===== src/design/trbf_pkg.sv =====
package trbf_pkg;

  // ----------------------------------------------------------------
  // Block forming constants
  // ----------------------------------------------------------------
  localparam int unsigned BLOCK_CHARS = 86;
  localparam int unsigned CHAR_WIDTH  = 8;
  localparam int unsigned FIFO_DEPTH  = 16;

  // Control characters decoded on the seven data bits
  localparam logic [6:0] CHAR_CR  = 7'h0D;
  localparam logic [6:0] CHAR_ETX = 7'h03;

  // Position of the eighth bit within a character
  localparam int unsigned BIT8_POS = 7;

  // ----------------------------------------------------------------
  // Register map of the plain register port
  // ----------------------------------------------------------------
  localparam logic [3:0] REG_CONTROL = 4'h0;
  localparam logic [3:0] REG_STATUS  = 4'h1;
  localparam logic [3:0] REG_COUNT   = 4'h2;
  localparam logic [3:0] REG_BLOCKS  = 4'h3;

  // Control field positions
  localparam int unsigned CTL_CONTINUOUS_BLOCK_FORMAT_POS   = 0;
  localparam int unsigned CTL_OPT_LSB    = 1;
  localparam int unsigned CTL_ENABLE_POS = 3;

  // Control reset value: line format, standard option, disabled
  localparam logic [7:0] CONTROL_RESET = 8'h00;

  // Strapped option codes held in control bits 2:1
  typedef enum logic [1:0] {
    TRBF_OPT_STD_NOETX = 2'h0,
    TRBF_OPT_STD_ETX   = 2'h1,
    TRBF_OPT_BINARY    = 2'h2
  } trbf_opt_type;

  // Block former states
  typedef enum logic [1:0] {
    TRBF_FILL,
    TRBF_SEND,
    TRBF_MARK
  } trbf_state_type;

endpackage


===== src/design/trbf_fifo.sv =====
`timescale 1ns/1ps
module trbf_fifo #(
  parameter int unsigned WIDTH = 9,
  parameter int unsigned DEPTH = 16
) (
  // Clock and reset
  input  wire logic             mclk,
  input  wire logic             resetn,
  // Filling side
  input  wire logic             in_valid,
  output logic                  in_ready,
  input  wire logic [WIDTH-1:0] in_data,
  // Draining side
  output logic                  out_valid,
  input  wire logic             out_ready,
  output logic      [WIDTH-1:0] out_data
);

  localparam int unsigned AW = $clog2(DEPTH);

  logic [WIDTH-1:0] mem [DEPTH];
  logic [AW-1:0]    wr_ptr;
  logic [AW-1:0]    rd_ptr;
  logic [AW:0]      fill;
  logic             out_full;
  logic [AW-1:0]    next_wr_ptr;
  logic [AW-1:0]    next_rd_ptr;
  logic [AW:0]      next_fill;
  logic             next_out_full;
  logic             push;
  logic             pop;
  logic             load;

  // ----------------------------------------------------------------
  // Handshakes
  // ----------------------------------------------------------------
  assign in_ready  = (fill != (AW+1)'(DEPTH));
  assign push      = in_valid && in_ready;
  assign out_valid = out_full;
  assign pop       = out_full && out_ready;
  // Output register takes a word when empty or being drained
  assign load      = (fill != '0) && (!out_full || pop);

  // Pointer and fill next values
  always_comb begin
    next_wr_ptr   = wr_ptr;
    next_rd_ptr   = rd_ptr;
    next_fill     = fill;
    next_out_full = out_full;
    if (push) begin
      next_wr_ptr = (wr_ptr == AW'(DEPTH - 1)) ? '0 : wr_ptr + AW'(1);
    end
    if (load) begin
      next_rd_ptr = (rd_ptr == AW'(DEPTH - 1)) ? '0 : rd_ptr + AW'(1);
    end
    if (load) begin
      next_out_full = 1'b1;
    end else if (pop) begin
      next_out_full = 1'b0;
    end
    next_fill = fill + (AW+1)'(push) - (AW+1)'(load);
  end

  // Registers
  always_ff @(posedge mclk) begin
    if (!resetn) begin
      wr_ptr   <= '0;
      rd_ptr   <= '0;
      fill     <= '0;
      out_full <= 1'b0;
    end else begin
      wr_ptr   <= next_wr_ptr;
      rd_ptr   <= next_rd_ptr;
      fill     <= next_fill;
      out_full <= next_out_full;
    end
  end

  // Storage and registered read data
  always_ff @(posedge mclk) begin
    if (push) begin
      mem[wr_ptr] <= in_data;
    end
    if (load) begin
      out_data <= mem[rd_ptr];
    end
  end

endmodule


===== src/design/trbf_framer.sv =====
`timescale 1ns/1ps
module trbf_framer
  import trbf_pkg::*;
#(
  parameter int unsigned BLOCK_LEN = BLOCK_CHARS,
  parameter int unsigned DEPTH     = FIFO_DEPTH
) (
  // Clock and reset
  input  wire logic        mclk,
  input  wire logic        resetn,
  // Register port
  input  wire logic [3:0]  reg_addr,
  input  wire logic [7:0]  reg_wdata,
  input  wire logic        reg_write,
  input  wire logic        reg_read,
  output logic      [7:0]  reg_rdata,
  // Characters from line or keyboard
  input  wire logic        char_valid,
  output logic             char_ready,
  input  wire logic [7:0]  char_data,
  // Characters to tape read/write control
  output logic             tape_valid,
  input  wire logic        tape_ready,
  output logic      [7:0]  tape_data,
  output logic             tape_last
);

  // ----------------------------------------------------------------
  // Declarations
  // ----------------------------------------------------------------
  logic [7:0]       control;
  logic [7:0]       next_control;
  logic [7:0]       rdata;
  logic [7:0]       next_rdata;
  logic [7:0]       count;
  logic [7:0]       next_count;
  logic [7:0]       blocks;
  logic [7:0]       next_blocks;
  trbf_state_type   state;
  trbf_state_type   next_state;
  logic             continuous_block_format_fmt;
  logic             enable;
  trbf_opt_type     opt;
  logic             binary_mode;
  logic             etx_mode;
  logic [7:0]       shaped;
  logic             ends_block;
  logic             f_in_valid;
  logic             f_in_ready;
  logic [8:0]       f_out_data;
  logic             f_out_valid;
  logic             f_out_ready;
  logic             accept;

  // ----------------------------------------------------------------
  // Mode decode
  // ----------------------------------------------------------------
  assign continuous_block_format_fmt = control[CTL_CONTINUOUS_BLOCK_FORMAT_POS];
  assign enable   = control[CTL_ENABLE_POS];
  assign opt      = trbf_opt_type'(control[CTL_OPT_LSB +: 2]);
  // Strap options only matter in continuous format
  assign binary_mode = continuous_block_format_fmt && (opt == TRBF_OPT_BINARY);
  assign etx_mode    = continuous_block_format_fmt && (opt == TRBF_OPT_STD_ETX);

  // Is this character a block terminator in the current mode
  function automatic logic is_term(input logic [7:0] ch, input logic cf,
                                   input logic etx, input logic bin);
    logic [6:0] low;
    low = ch[6:0];
    if (bin) begin
      is_term = 1'b0;
    end else if (!cf) begin
      is_term = (low == CHAR_CR);
    end else if (etx) begin
      is_term = (low == CHAR_ETX);
    end else begin
      is_term = 1'b0;
    end
  endfunction

  // Eighth-bit shaping of a character before buffering
  always_comb begin
    shaped = char_data;
    if (!binary_mode) begin
      // Seven bits plus parity position, forced zero unless terminator kept
      shaped[BIT8_POS] = 1'b0;
      if (!continuous_block_format_fmt && char_data[6:0] == CHAR_CR) begin
        shaped[BIT8_POS] = char_data[BIT8_POS];
      end
      if (etx_mode && char_data[6:0] == CHAR_ETX) begin
        shaped[BIT8_POS] = char_data[BIT8_POS];
      end
    end
    // Binary keeps all eight bits as received
  end

  assign ends_block = is_term(char_data, continuous_block_format_fmt, etx_mode, binary_mode)
                      || (count == 8'(BLOCK_LEN - 1));

  // ----------------------------------------------------------------
  // Block former: characters stored until block full or terminated
  // ----------------------------------------------------------------
  assign f_in_valid = char_valid && enable && (state == TRBF_FILL);
  assign char_ready = f_in_ready && enable && (state == TRBF_FILL);
  assign accept     = f_in_valid && f_in_ready;

  // Next state and counters
  always_comb begin
    next_state  = state;
    next_count  = count;
    next_blocks = blocks;
    case (state)
      TRBF_FILL: begin
        if (accept) begin
          if (ends_block) begin
            next_state = TRBF_SEND;
            next_count = 8'(count + 8'h01);
          end else begin
            next_count = 8'(count + 8'h01);
          end
        end
      end
      TRBF_SEND: begin
        // Block is released as its last character leaves the buffer
        if (f_out_valid && f_out_ready && f_out_data[8]) begin
          next_state = TRBF_MARK;
        end
      end
      TRBF_MARK: begin
        next_count  = 8'h00;
        next_blocks = 8'(blocks + 8'h01);
        next_state  = TRBF_FILL;
      end
      default: begin
        next_state = TRBF_FILL;
      end
    endcase
  end

  // Buffer output gated: nothing recorded until the block is complete
  assign tape_valid  = f_out_valid && (state == TRBF_SEND);
  assign f_out_ready = tape_ready && (state == TRBF_SEND);
  assign tape_data   = f_out_data[7:0];
  assign tape_last   = f_out_data[8];

  trbf_fifo #(
    .WIDTH (9),
    .DEPTH (DEPTH)
  ) u_fifo (
    .mclk      (mclk),
    .resetn    (resetn),
    .in_valid  (f_in_valid),
    .in_ready  (f_in_ready),
    .in_data   ({ends_block, shaped}),
    .out_valid (f_out_valid),
    .out_ready (f_out_ready),
    .out_data  (f_out_data)
  );

  // ----------------------------------------------------------------
  // Register port
  // ----------------------------------------------------------------
  always_comb begin
    next_control = control;
    next_rdata   = 8'h00;
    if (reg_write && reg_addr == REG_CONTROL) begin
      next_control = reg_wdata & 8'h0F;
      // Binary and end-of-text straps cannot coexist: code 3 falls to standard
      if (reg_wdata[CTL_OPT_LSB +: 2] == 2'h3) begin
        next_control[CTL_OPT_LSB +: 2] = TRBF_OPT_STD_NOETX;
      end
    end
    if (reg_read) begin
      case (reg_addr)
        REG_CONTROL: next_rdata = control;
        REG_STATUS:  next_rdata = {5'h00, f_out_valid, state == TRBF_SEND,
                                   f_in_ready};
        REG_COUNT:   next_rdata = count;
        REG_BLOCKS:  next_rdata = blocks;
        default:     next_rdata = 8'h00;
      endcase
    end
  end

  assign reg_rdata = rdata;

  // State registers
  always_ff @(posedge mclk) begin
    if (!resetn) begin
      control <= CONTROL_RESET;
      rdata   <= 8'h00;
      count   <= 8'h00;
      blocks  <= 8'h00;
      state   <= TRBF_FILL;
    end else begin
      control <= next_control;
      rdata   <= next_rdata;
      count   <= next_count;
      blocks  <= next_blocks;
      state   <= next_state;
    end
  end

endmodule


===== config.mk =====
export PLATFORM = sky130hd
export DESIGN_NAME = trbf_framer
export DESIGN_NICKNAME = d
export VERILOG_FILES = /design/src/design/trbf_pkg.sv /design/src/design/trbf_fifo.sv /design/src/design/trbf_framer.sv
export SDC_FILE = /design/constraint.sdc
export NUM_CORES = 1
export LEC_CHECK = 0
export BUFFER_PORTS_ARGS = -buffer_cell sky130_fd_sc_hd__buf_4
export CORE_MARGIN = 4
export CORE_UTILIZATION = 50
export CTS_CLUSTER_DIAMETER = 120
export CTS_CLUSTER_SIZE = 10
export DETAILED_ROUTE_END_ITERATION = 6
export GPL_TIMING_DRIVEN = 0
export PLACE_DENSITY = 0.67
export SLEW_MARGIN = 20
export SYNTH_ARGS = -nofsm -noshare
export SYNTH_HDL_FRONTEND = slang
export SYNTH_SLANG_ARGS = --single-unit

===== constraint.sdc =====
create_clock -name mclk -period 9.9 [get_ports mclk]
set_input_delay 2.97 -clock mclk [delete_from_list [all_inputs] [get_ports mclk]]
set_output_delay 2.97 -clock mclk [all_outputs]
set_load 0.02 [all_outputs]

==> summary.md, run 1 <==
| Metric | Value |
|---|---|
| Final setup viols | `0` |
| # nets final | `590` |
| Die H | `135 um` |
| Io pins | `45` |
| WL final | `16900 um` |
| Required time worst endpoint | `10.23 ns` |
| Final Wtd Congestion | `0.847` |
| R2r worst-path depth | `12` |
| Clk_skew | `0.0125 ns` |
| CTS buffer count | `17` |
| Critical path capture point type | `flip-flop` |
| Max stage delay on crit path | `0.74 ns` |
| Ant. Diodes | `0` |
| Most frequent cells in the layout | `edfxtp_1 (153), buf_4 (44), dfxtp_1 (44)` |
| Leak | `3.21 nW` |
| Most frequent CP cell | `ha_1` |
| Dominant synthesized flop cell | `edfxtp_1` |
| DRT Pass-1 Iters | `4` |
| Clk sink count | `197` |
| Cell area after synthesis | `8060 sq um` |
| DIE AREA | `18200 sq um` |
| Chip width | `135 um` |
| Via count | `4429` |
| Cts hold-fix bufs | `0` |
| Relative slew slack | `26.1%` |
| Core Area | `15800 sq um` |
| Initial DRC count | `381` |
| Syn_nets | `531` |
| Synth warnings | `0` |
| WP data arrival | `5.60 ns` |
| CP cell instances | `buf_4, nand3b_1, a21oi_2, ha_1, inv_1, ha_1, fa_1, a21oi_1, nor2_1, or3_1, and3_1` |
| Sequential element share of the synthesized area | `67.9%` |
| Post-route ant nets | `0` |
| Worst VDD drop | `0.159 mV` |
| Crit path launch type | `input port` |
| Clock-pin slew on the worst setup and hold paths | `0.07 ns` |
| Async SR Flop Fraction | `0%` |
| Slowest-stage cell, CP | `a21oi_2` |
| Post-CTS sizing | `0` |
| Global Route Usage Sum | `19.4%` |
| First-pass GRT wire length | `26100 um` |
| CTS Root Cell | `clkbuf_16` |
| Port bufs | `39` |
| Share of post-route cells with drive strength above 1 | `23.5%` |
| Antenna violations before repair | `0` |
| Skew-Pair Late Insertion Delay | `0.44 ns` |
| Setup TNS | `0 ns` |
| Final hold viol count | `0` |
| Largest net degree at the start of global routing | `19` |
| WHS Path Cells | `2` |
| FILL cells | `1225` |
| Number of global-route vias before repair | `4540` |
| CP max FO | `15` |
| Routed vias/inst | `5.69` |
| Routed length per placed instance | `21.7 um` |
| Max-capacitance violation count | `0` |
| Yosys cell types | `56` |
| RSZ-0062 raised after global routing | `no` |
| Area grow syn2layout | `14.1%` |
| Clock Path Buffers | `2` |
| Hold WC Path Type | `flip-flop to flip-flop` |
| Starting Density | `50.9%` |
| Syn Area/Cell | `16.5 sq um` |
| Postcts setup bufs | `0` |
| Synth Register Bits | `197` |
| GR Overflow Total | `0` |
| Fmax | `190 MHz` |
| H-Tree Depth | `4` |
| Synth Instances | `490` |
| DPL Wire Length | `11100 um` |
| Status | `finished clean` |
| Final Max Tran Viols | `0` |
| Most common cell after layout, fill and taps aside | `edfxtp_1` |
| Pwr Density | `222 nW/um^2` |
| # DRC | `0` |
| FP Rows | `46` |
| Number of flops mapped to enable cells by yosys | `153` |
| Final core utilization | `58.1%` |
| Post-route minimum period | `5.27 ns` |
| Tcrit/Tclk final | `53.3%` |
| WS Path Type | `input port to flip-flop` |
| CTS tree | `done` |
| Worst Max-Slew Pin Slew | `1.11 ns` |
critical path: cells and delay by family:
kind | cells | cell delay (ns)
buf+inv | 2 | 0.13
fa+ha+maj | 3 | 0.87
compound gates | 2 | 0.93
simple gates | 4 | 0.68
cells in the mapped netlist (all sizes together) (10+ instances only):
library cell  count  area share (%)
xnor2            11             1.2
nor2b            13             1.0
buf              10            0.73
edfxtp          153              57
nor2             20            0.96
inv              10            0.47
dfxtp            44              11
nand2            30             1.4
nand3            10            0.68
and2             15             1.2
and3             18             1.4
ha               14             2.2
a22oi            19             1.8
mux4             39              11
metal layers:
layer  global-route usage (%)  vias up  wire length [um]
li1                         -     2035                 -
met1                     25.4     2249              7250
met2                     32.9      126              8610
met3                     4.10       19               789
met4                     6.16        0               212
met5                        0        -                 0
final timing paths:
check        slack [ns]                 startpoint                         to
max reg2reg        6.60  u_fifo.fill[2]$_SDFF_PN0_  u_fifo.fill[4]$_SDFF_PN0_
min reg2reg        0.49    control[1]$_SDFFE_PN0P_    control[1]$_SDFFE_PN0P_
min                0.49    control[1]$_SDFFE_PN0P_    control[1]$_SDFFE_PN0P_
max                4.63                 tape_ready  u_fifo.fill[4]$_SDFF_PN0_
area by class of cell:
class / count / area [sq um] / share of cell area (%)
inverter: 10 / 37.5 / 0.408
tap: 216 / 270 / 2.94
sequential: 197 / 5480 / 59.5
buffer: 19 / 92.6 / 1.01
clock inverter: 10 / 63.8 / 0.693
multi-input combinational: 264 / 2470 / 26.8
clock buffer: 22 / 495 / 5.38
timing repair buffer: 40 / 300 / 3.26
flip-flops by register name, indices dropped and copies added, names as in the netlist:
register and cells:
u_fifo.mem 144, u_fifo.out_data 9, blocks 8, count 8
reg_rdata 8, u_fifo.fill 5, control 4, u_fifo.rd_ptr 4
u_fifo.wr_ptr 4, state 2, u_fifo.out_valid 1
metrics by stage:
step	instance area [sq um]	hold slack, ns	instances	total power [mW]	worst slack, ns
6_report	9200	0.493	778	2.04	4.63
5_1_grt	9200	0.510	778	2.12	4.42
4_1_cts	9200	0.489	778	2.05	4.65
3_5_place_dp	8640	0.480	746	1.40	4.19
3_3_place_gp	8630	0.472	745	1.39	4.25
2_1_floorplan	8060	0.445	490	1.27	4.69
power breakdown:
group / switching [mW] / internal [mW]
Sequential: 0.0227 / 0.931
Combinational: 0.229 / 0.202
Clock: 0.298 / 0.357
cells by family after synthesis:
kind of cell	synth area share [%]
multiplexers	12.1
adder cells (fa/ha/maj)	2.42
AO/OA/AOI/OAI	3.96
flip-flops	67.9
XOR/XNOR	1.74
buffers and inverters	1.61
AND/OR/NAND/NOR	10.2
(Power assumes the default switching activity.)
==> run 2, diff against run 1 <==
PLACE_DENSITY = 0.7   (was 0.67)
clock period = 4.53 ns   (was 9.9 ns; I/O delays follow)
==> run 2 against run 1 <==
Effect of this change: hold slack better by 0.0083 ns; critical path depth is the same; power increased by 120%; cell area up 0.48%; highest routed layer unchanged; clock skew fell by 0.0034 ns; via count rose by 1.1%; combinational power rose by 110%.
==> summary.md, run 2 (synthesis gave the netlist of run 1 again) <==
| Metric | Value |
|---|---|
| WL final | `16900 um` |
| Io pins | `45` |
| Post-CTS sizing | `0` |
| Via count | `4477` |
| Clock-pin slew on the worst setup and hold paths | `0.07 ns` |
| Slowest-stage cell, CP | `a21oi_2` |
| Reg-to-Reg Start | `u_fifo.fill[2]$_SDFF_PN0_` |
| Clk sink count | `197` |
| FILL cells | `1230` |
| First-pass GRT wire length | `26400 um` |
| DPL Wire Length | `11000 um` |
| Final setup viols | `0` |
| CTS Root Cell | `clkbuf_16` |
| Final hold viol count | `0` |
| Reg2reg end | `u_fifo.fill[4]$_SDFF_PN0_` |
| Most frequent cells in the layout | `edfxtp_1 (153), dfxtp_1 (44), buf_4 (43)` |
| Largest net degree at the start of global routing | `19` |
| Reg2reg setup slack | `1.24 ns` |
| R2r worst-path depth | `12` |
| H-Tree Depth | `4` |
| Chip width | `135 um` |
| Hold WC Path Type | `flip-flop to flip-flop` |
| Fmax | `273 MHz` |
| Clock Path Buffers | `2` |
| GR Overflow Total | `0` |
| Max stage delay on crit path | `0.78 ns` |
| CP Buf/Inv Count | `2` |
| Starting Density | `50.9%` |
| WHS Path Cells | `2` |
| Worst Max-Slew Pin Slew | `1.01 ns` |
| Status | `finished clean` |
| Port bufs | `39` |
| Routed vias/inst | `5.76` |
| CP cell instances | `buf_4, nand3b_1, a21oi_2, ha_1, inv_1, ha_1, fa_1, a21oi_1, nor2_1, or3_1, and3_1` |
| Beginning of the critical path | `tape_ready` |
| Leak | `3.22 nW` |
| Clk_skew | `0.00908 ns` |
| Tcrit/Tclk final | `80.8%` |
| Ant. Diodes | `0` |
| # DRC | `0` |
| Most frequent CP cell | `ha_1` |
| CP max FO | `15` |
| Skew-Pair Late Insertion Delay | `0.44 ns` |
| DRT Pass-1 Iters | `5` |
| Worst VDD drop | `0.302 mV` |
| Relative slew slack | `32.6%` |
| RSZ-0062 raised after global routing | `no` |
| Antenna violations before repair | `0` |
| WHS Endpoint | `control[1]$_SDFFE_PN0P_` |
| Post-route ant nets | `0` |
| Cts hold-fix bufs | `0` |
| Crit path max-delay family | `compound AO/OA/AOI/OAI gates` |
| Most flops, register | `u_fifo.mem` |
| Core Area | `15800 sq um` |
| CTS buffer count | `17` |
| WS Path Type | `input port to flip-flop` |
| FP Rows | `46` |
| Setup TNS | `0 ns` |
| Pwr Density | `496 nW/um^2` |
| Die H | `135 um` |
| Share of post-route cells with drive strength above 1 | `22.8%` |
| Final Power | `4.58 mW` |
| Min-delay src | `control[1]$_SDFFE_PN0P_` |
| Required time worst endpoint | `4.86 ns` |
| Final core utilization | `58.4%` |
| Pre-CTS setup slack | `0.447 ns` |
| Initial DRC count | `367` |
| Final Max Tran Viols | `0` |
| Final Wtd Congestion | `0.828` |
| Post-route minimum period | `3.66 ns` |
| # nets final | `589` |
| CTS tree | `done` |
| WP data arrival | `3.99 ns` |
| Area grow syn2layout | `14.7%` |
| Postcts setup bufs | `0` |
| Max FFs per register | `144` |
| Global Route Usage Sum | `19.6%` |
| Number of global-route vias before repair | `4638` |
| DIE AREA | `18200 sq um` |
| Critical path capture point type | `flip-flop` |
| Max-capacitance violation count | `0` |
| Hold_ws | `0.501 ns` |
| Routed length per placed instance | `21.7 um` |
| Crit path launch type | `input port` |
| Worst setup margin | `0.868 ns` |
| Top flop regs | `u_fifo.mem: 144 flops, u_fifo.out_data: 9 flops` |
| Most common cell after layout, fill and taps aside | `edfxtp_1` |
[run 2: power by group]
part | internal [mW] | total (mW) | switching, mW
registers | 2.03 | 2.09 | 0.0514
clock network | 0.925 | 1.57 | 0.650
logic | 0.436 | 0.922 | 0.486
[run 2: area by class of cell]
cell class                 instances  area (sq um)  area share (%)
sequential                       197          5480            59.2
clock inverter                    13           178            1.92
inverter                          10          37.5           0.406
buffer                            19          92.6            1.00
tap                              216           270            2.92
multi-input combinational        264          2470            26.7
clock buffer                      19           433            4.68
timing repair buffer              39           293            3.17
[run 2: stage by stage]
step,area [sq um],std cells
2_1_floorplan,8060,490
3_3_place_gp,8630,745
3_5_place_dp,8630,745
4_1_cts,9240,777
5_1_grt,9250,777
6_report,9250,777
[run 2: worst max-delay path by stage]
| stage | cells after the start | to | slack, ns |
|---|---|---|---|
| floorplan | 10 | u_fifo.fill[4]$_SDFF_PN0_ | 0.93 |
| global placement | 11 | u_fifo.fill[4]$_SDFF_PN0_ | 0.46 |
| detailed placement | 11 | u_fifo.fill[4]$_SDFF_PN0_ | 0.45 |
| CTS | 11 | u_fifo.fill[4]$_SDFF_PN0_ | 0.89 |
| global route | 11 | u_fifo.fill[4]$_SDFF_PN0_ | 0.71 |
| finish | 11 | u_fifo.fill[4]$_SDFF_PN0_ | 0.87 |
[run 2: per-layer routing]
metal / wire (um) / up-vias / global-route usage, %
li1: - / 2029 / -
met3: 879 / 27 / 3.69
met2: 8430 / 157 / 32.2
met1: 7210 / 2264 / 26.6
met5: 0 / - / 0
met4: 337 / 0 / 6.94
[run 2: tightest hold or removal path, delay by kind of cell, from the launching register on]
family          cells  cell delay (ns)
compound gates      1             0.05
flops               1             0.34
simple gates        1             0.06
==> run 3, diff against run 2 <==
clock period = 3.1 ns   (was 4.53 ns; I/O delays follow)
==> run 3 against run 2 <==
Effect of this change: first-iteration DRC count fell by 28%; power is 40% higher; critical path type is now flip-flop to flip-flop; clock power is 28% higher; global-route usage is 0.55 points lower; clock skew decreased by 0.0028 ns; combinational power grew 50%; largest cell class unchanged; worst setup slack lost 0.58 ns; cell count is 0.26% higher.
==> summary.md, run 3 (synthesis gave the netlist of run 1 again) <==
| Metric | Value |
|---|---|
| Post-CTS sizing | `0` |
| Relative slew slack | `35.3%` |
| Largest net degree at the start of global routing | `19` |
| Top routing layer in use | `met4` |
| Worst setup margin | `0.288 ns` |
| Fin cells | `779` |
| Detail Route met2 WL | `8250 um` |
| Post-route cell area | `9200 sq um` |
| Routed length per placed instance | `21.0 um` |
| Most common cell after layout, fill and taps aside | `edfxtp_1` |
| Wire length on met1 | `6870 um` |
| Clk_skew | `0.00630 ns` |
| CP cell instances | `inv_1, ha_1, nand4bb_1, nand2_2, inv_2, buf_2, ha_1, fa_1, a21oi_1, nor2_1, or3_1, and3_1` |
| Crit path launch type | `flip-flop` |
| Post-route minimum period | `2.81 ns` |
| Status | `finished clean` |
| Clock Path Buffers | `2` |
| CP Buf/Inv Count | `3` |
| WP data arrival | `3.14 ns` |
| Ant. Diodes | `0` |
| Via count | `4427` |
| Area grow syn2layout | `14.1%` |
| Max-capacitance violation count | `0` |
| Critical path capture point type | `flip-flop` |
| Worst VDD drop | `0.392 mV` |
| CTS buffer count | `17` |
| Crit path max-delay family | `simple AND/OR/NAND/NOR gates` |
| Max stage delay on crit path | `0.40 ns` |
| Required time worst endpoint | `3.42 ns` |
| WS Path Type | `flip-flop to flip-flop` |
| Initial DRC count | `266` |
| R2r worst-path depth | `12` |
| Port bufs | `39` |
| Global Route Usage Sum | `19.1%` |
| Most flops, register | `u_fifo.mem` |
| Pwr Density | `699 nW/um^2` |
| Most frequent CP cell | `ha_1` |
| Final setup viols | `0` |
| Final Wtd Congestion | `0.806` |
| Chip width | `135 um` |
| Core Area | `15800 sq um` |
| Clk sink count | `197` |
| Clock-pin slew on the worst setup and hold paths | `0.07 ns` |
| Worst Max-Slew Pin Slew | `0.969 ns` |
| DP Area | `8640 sq um` |
| Hold WC Path Type | `flip-flop to flip-flop` |
| Fmax | `356 MHz` |
| Post-route ant nets | `0` |
| Crit path depth | `12` |
| WL final | `16300 um` |
| Hold_ws | `0.486 ns` |
| Antenna violations before repair | `0` |
| First-pass GRT wire length | `25500 um` |
| DRT Pass-1 Iters | `5` |
| GR Overflow Total | `0` |
| Starting Density | `50.9%` |
| Final Max Tran Viols | `0` |
| WHS Path Cells | `2` |
| Die H | `135 um` |
| Met3 wire len | `888 um` |
| RSZ-0062 raised after global routing | `no` |
| Postcts setup bufs | `0` |
| Routed vias/inst | `5.68` |
| Most frequent cells in the layout | `edfxtp_1 (153), buf_4 (45), dfxtp_1 (44)` |
| Max FFs per register | `144` |
| Tcrit/Tclk final | `90.7%` |
| DPL Wire Length | `10900 um` |
| FP Rows | `46` |
| # DRC | `0` |
| CTS tree | `done` |
| CP max FO | `10` |
| Number of global-route vias before repair | `4534` |
| Pre-CTS setup slack | `-0.385 ns` |
| Io pins | `45` |
| Cts hold-fix bufs | `0` |
| CTS Root Cell | `clkbuf_16` |
| Final hold viol count | `0` |
| H-Tree Depth | `4` |
| DIE AREA | `18200 sq um` |
| Slowest-stage cell, CP | `fa_1` |
| # nets final | `591` |
| Skew-Pair Late Insertion Delay | `0.43 ns` |
| Top flop regs | `u_fifo.mem: 144 flops, u_fifo.out_data: 9 flops` |
| Placed Instances | `745` |
| Leak | `3.20 nW` |
| Share of post-route cells with drive strength above 1 | `23.1%` |
| Setup TNS | `0 ns` |
-- run 3: changes by cell type in the layout (fill, tap and decap cells not counted) --
cell / previous run / this run
clkinv_4: 0 / 4
bufinv_16: 4 / 1
inv_6: 4 / 1
buf_4: 43 / 45
a21oi_2: 1 / 0
a21oi_4: 0 / 1
clkinv_2: 3 / 4
clkinvlp_4: 0 / 1
-- run 3: worst paths after layout --
| check | from | end | slack [ns] |
|---|---|---|---|
| worst max-delay path | u_fifo.fill[3]$_SDFF_PN0_ | u_fifo.fill[4]$_SDFF_PN0_ | 0.29 |
| worst min-delay path | control[1]$_SDFFE_PN0P_ | control[1]$_SDFFE_PN0P_ | 0.49 |
| worst max register to register | u_fifo.fill[3]$_SDFF_PN0_ | u_fifo.fill[4]$_SDFF_PN0_ | 0.29 |
| worst min register to register | control[1]$_SDFFE_PN0P_ | control[1]$_SDFFE_PN0P_ | 0.49 |
-- run 3: per-layer routing --
| metal | track usage, % | up-vias |
|---|---|---|
| met3 | 3.69 | 28 |
| met1 | 25.3 | 2229 |
| met5 | 0 | - |
| met4 | 7.39 | 0 |
| met2 | 31.5 | 146 |
| li1 | - | 2024 |
-- run 3: layout make-up --
cell class	instances	area [sq um]
tap	216	270
inverter	10	37.5
buffer	19	92.6
clock buffer	19	433
clock inverter	13	109
timing repair buffer	41	308
sequential	197	5480
multi-input combinational	264	2470
fill	1195	6630
-- run 3: stage by stage --
| step | power, mW | utilization, % |
|---|---|---|
| 2_1_floorplan | 4.07 | - |
| 6_report | 6.43 | 58.1 |
| 5_1_grt | 6.73 | 58.1 |
| 3_5_place_dp | 4.48 | 54.6 |
| 3_3_place_gp | 4.43 | 54.6 |
| 4_1_cts | 6.47 | 58.0 |
-- run 3: tightest hold or removal path: cells and delay by family, from the launching register on --
family          cells  cell delay [ns]
simple gates        1             0.06
flops               1             0.33
compound gates      1             0.05
-- run 3: report_power, final --
group / switching (mW) / leakage [nW] / internal [mW] / total [mW]
clock network: 0.912 / 0.266 / 1.10 / 2.01
logic: 0.716 / 1.20 / 0.660 / 1.38
registers: 0.0713 / 1.73 / 2.97 / 3.04
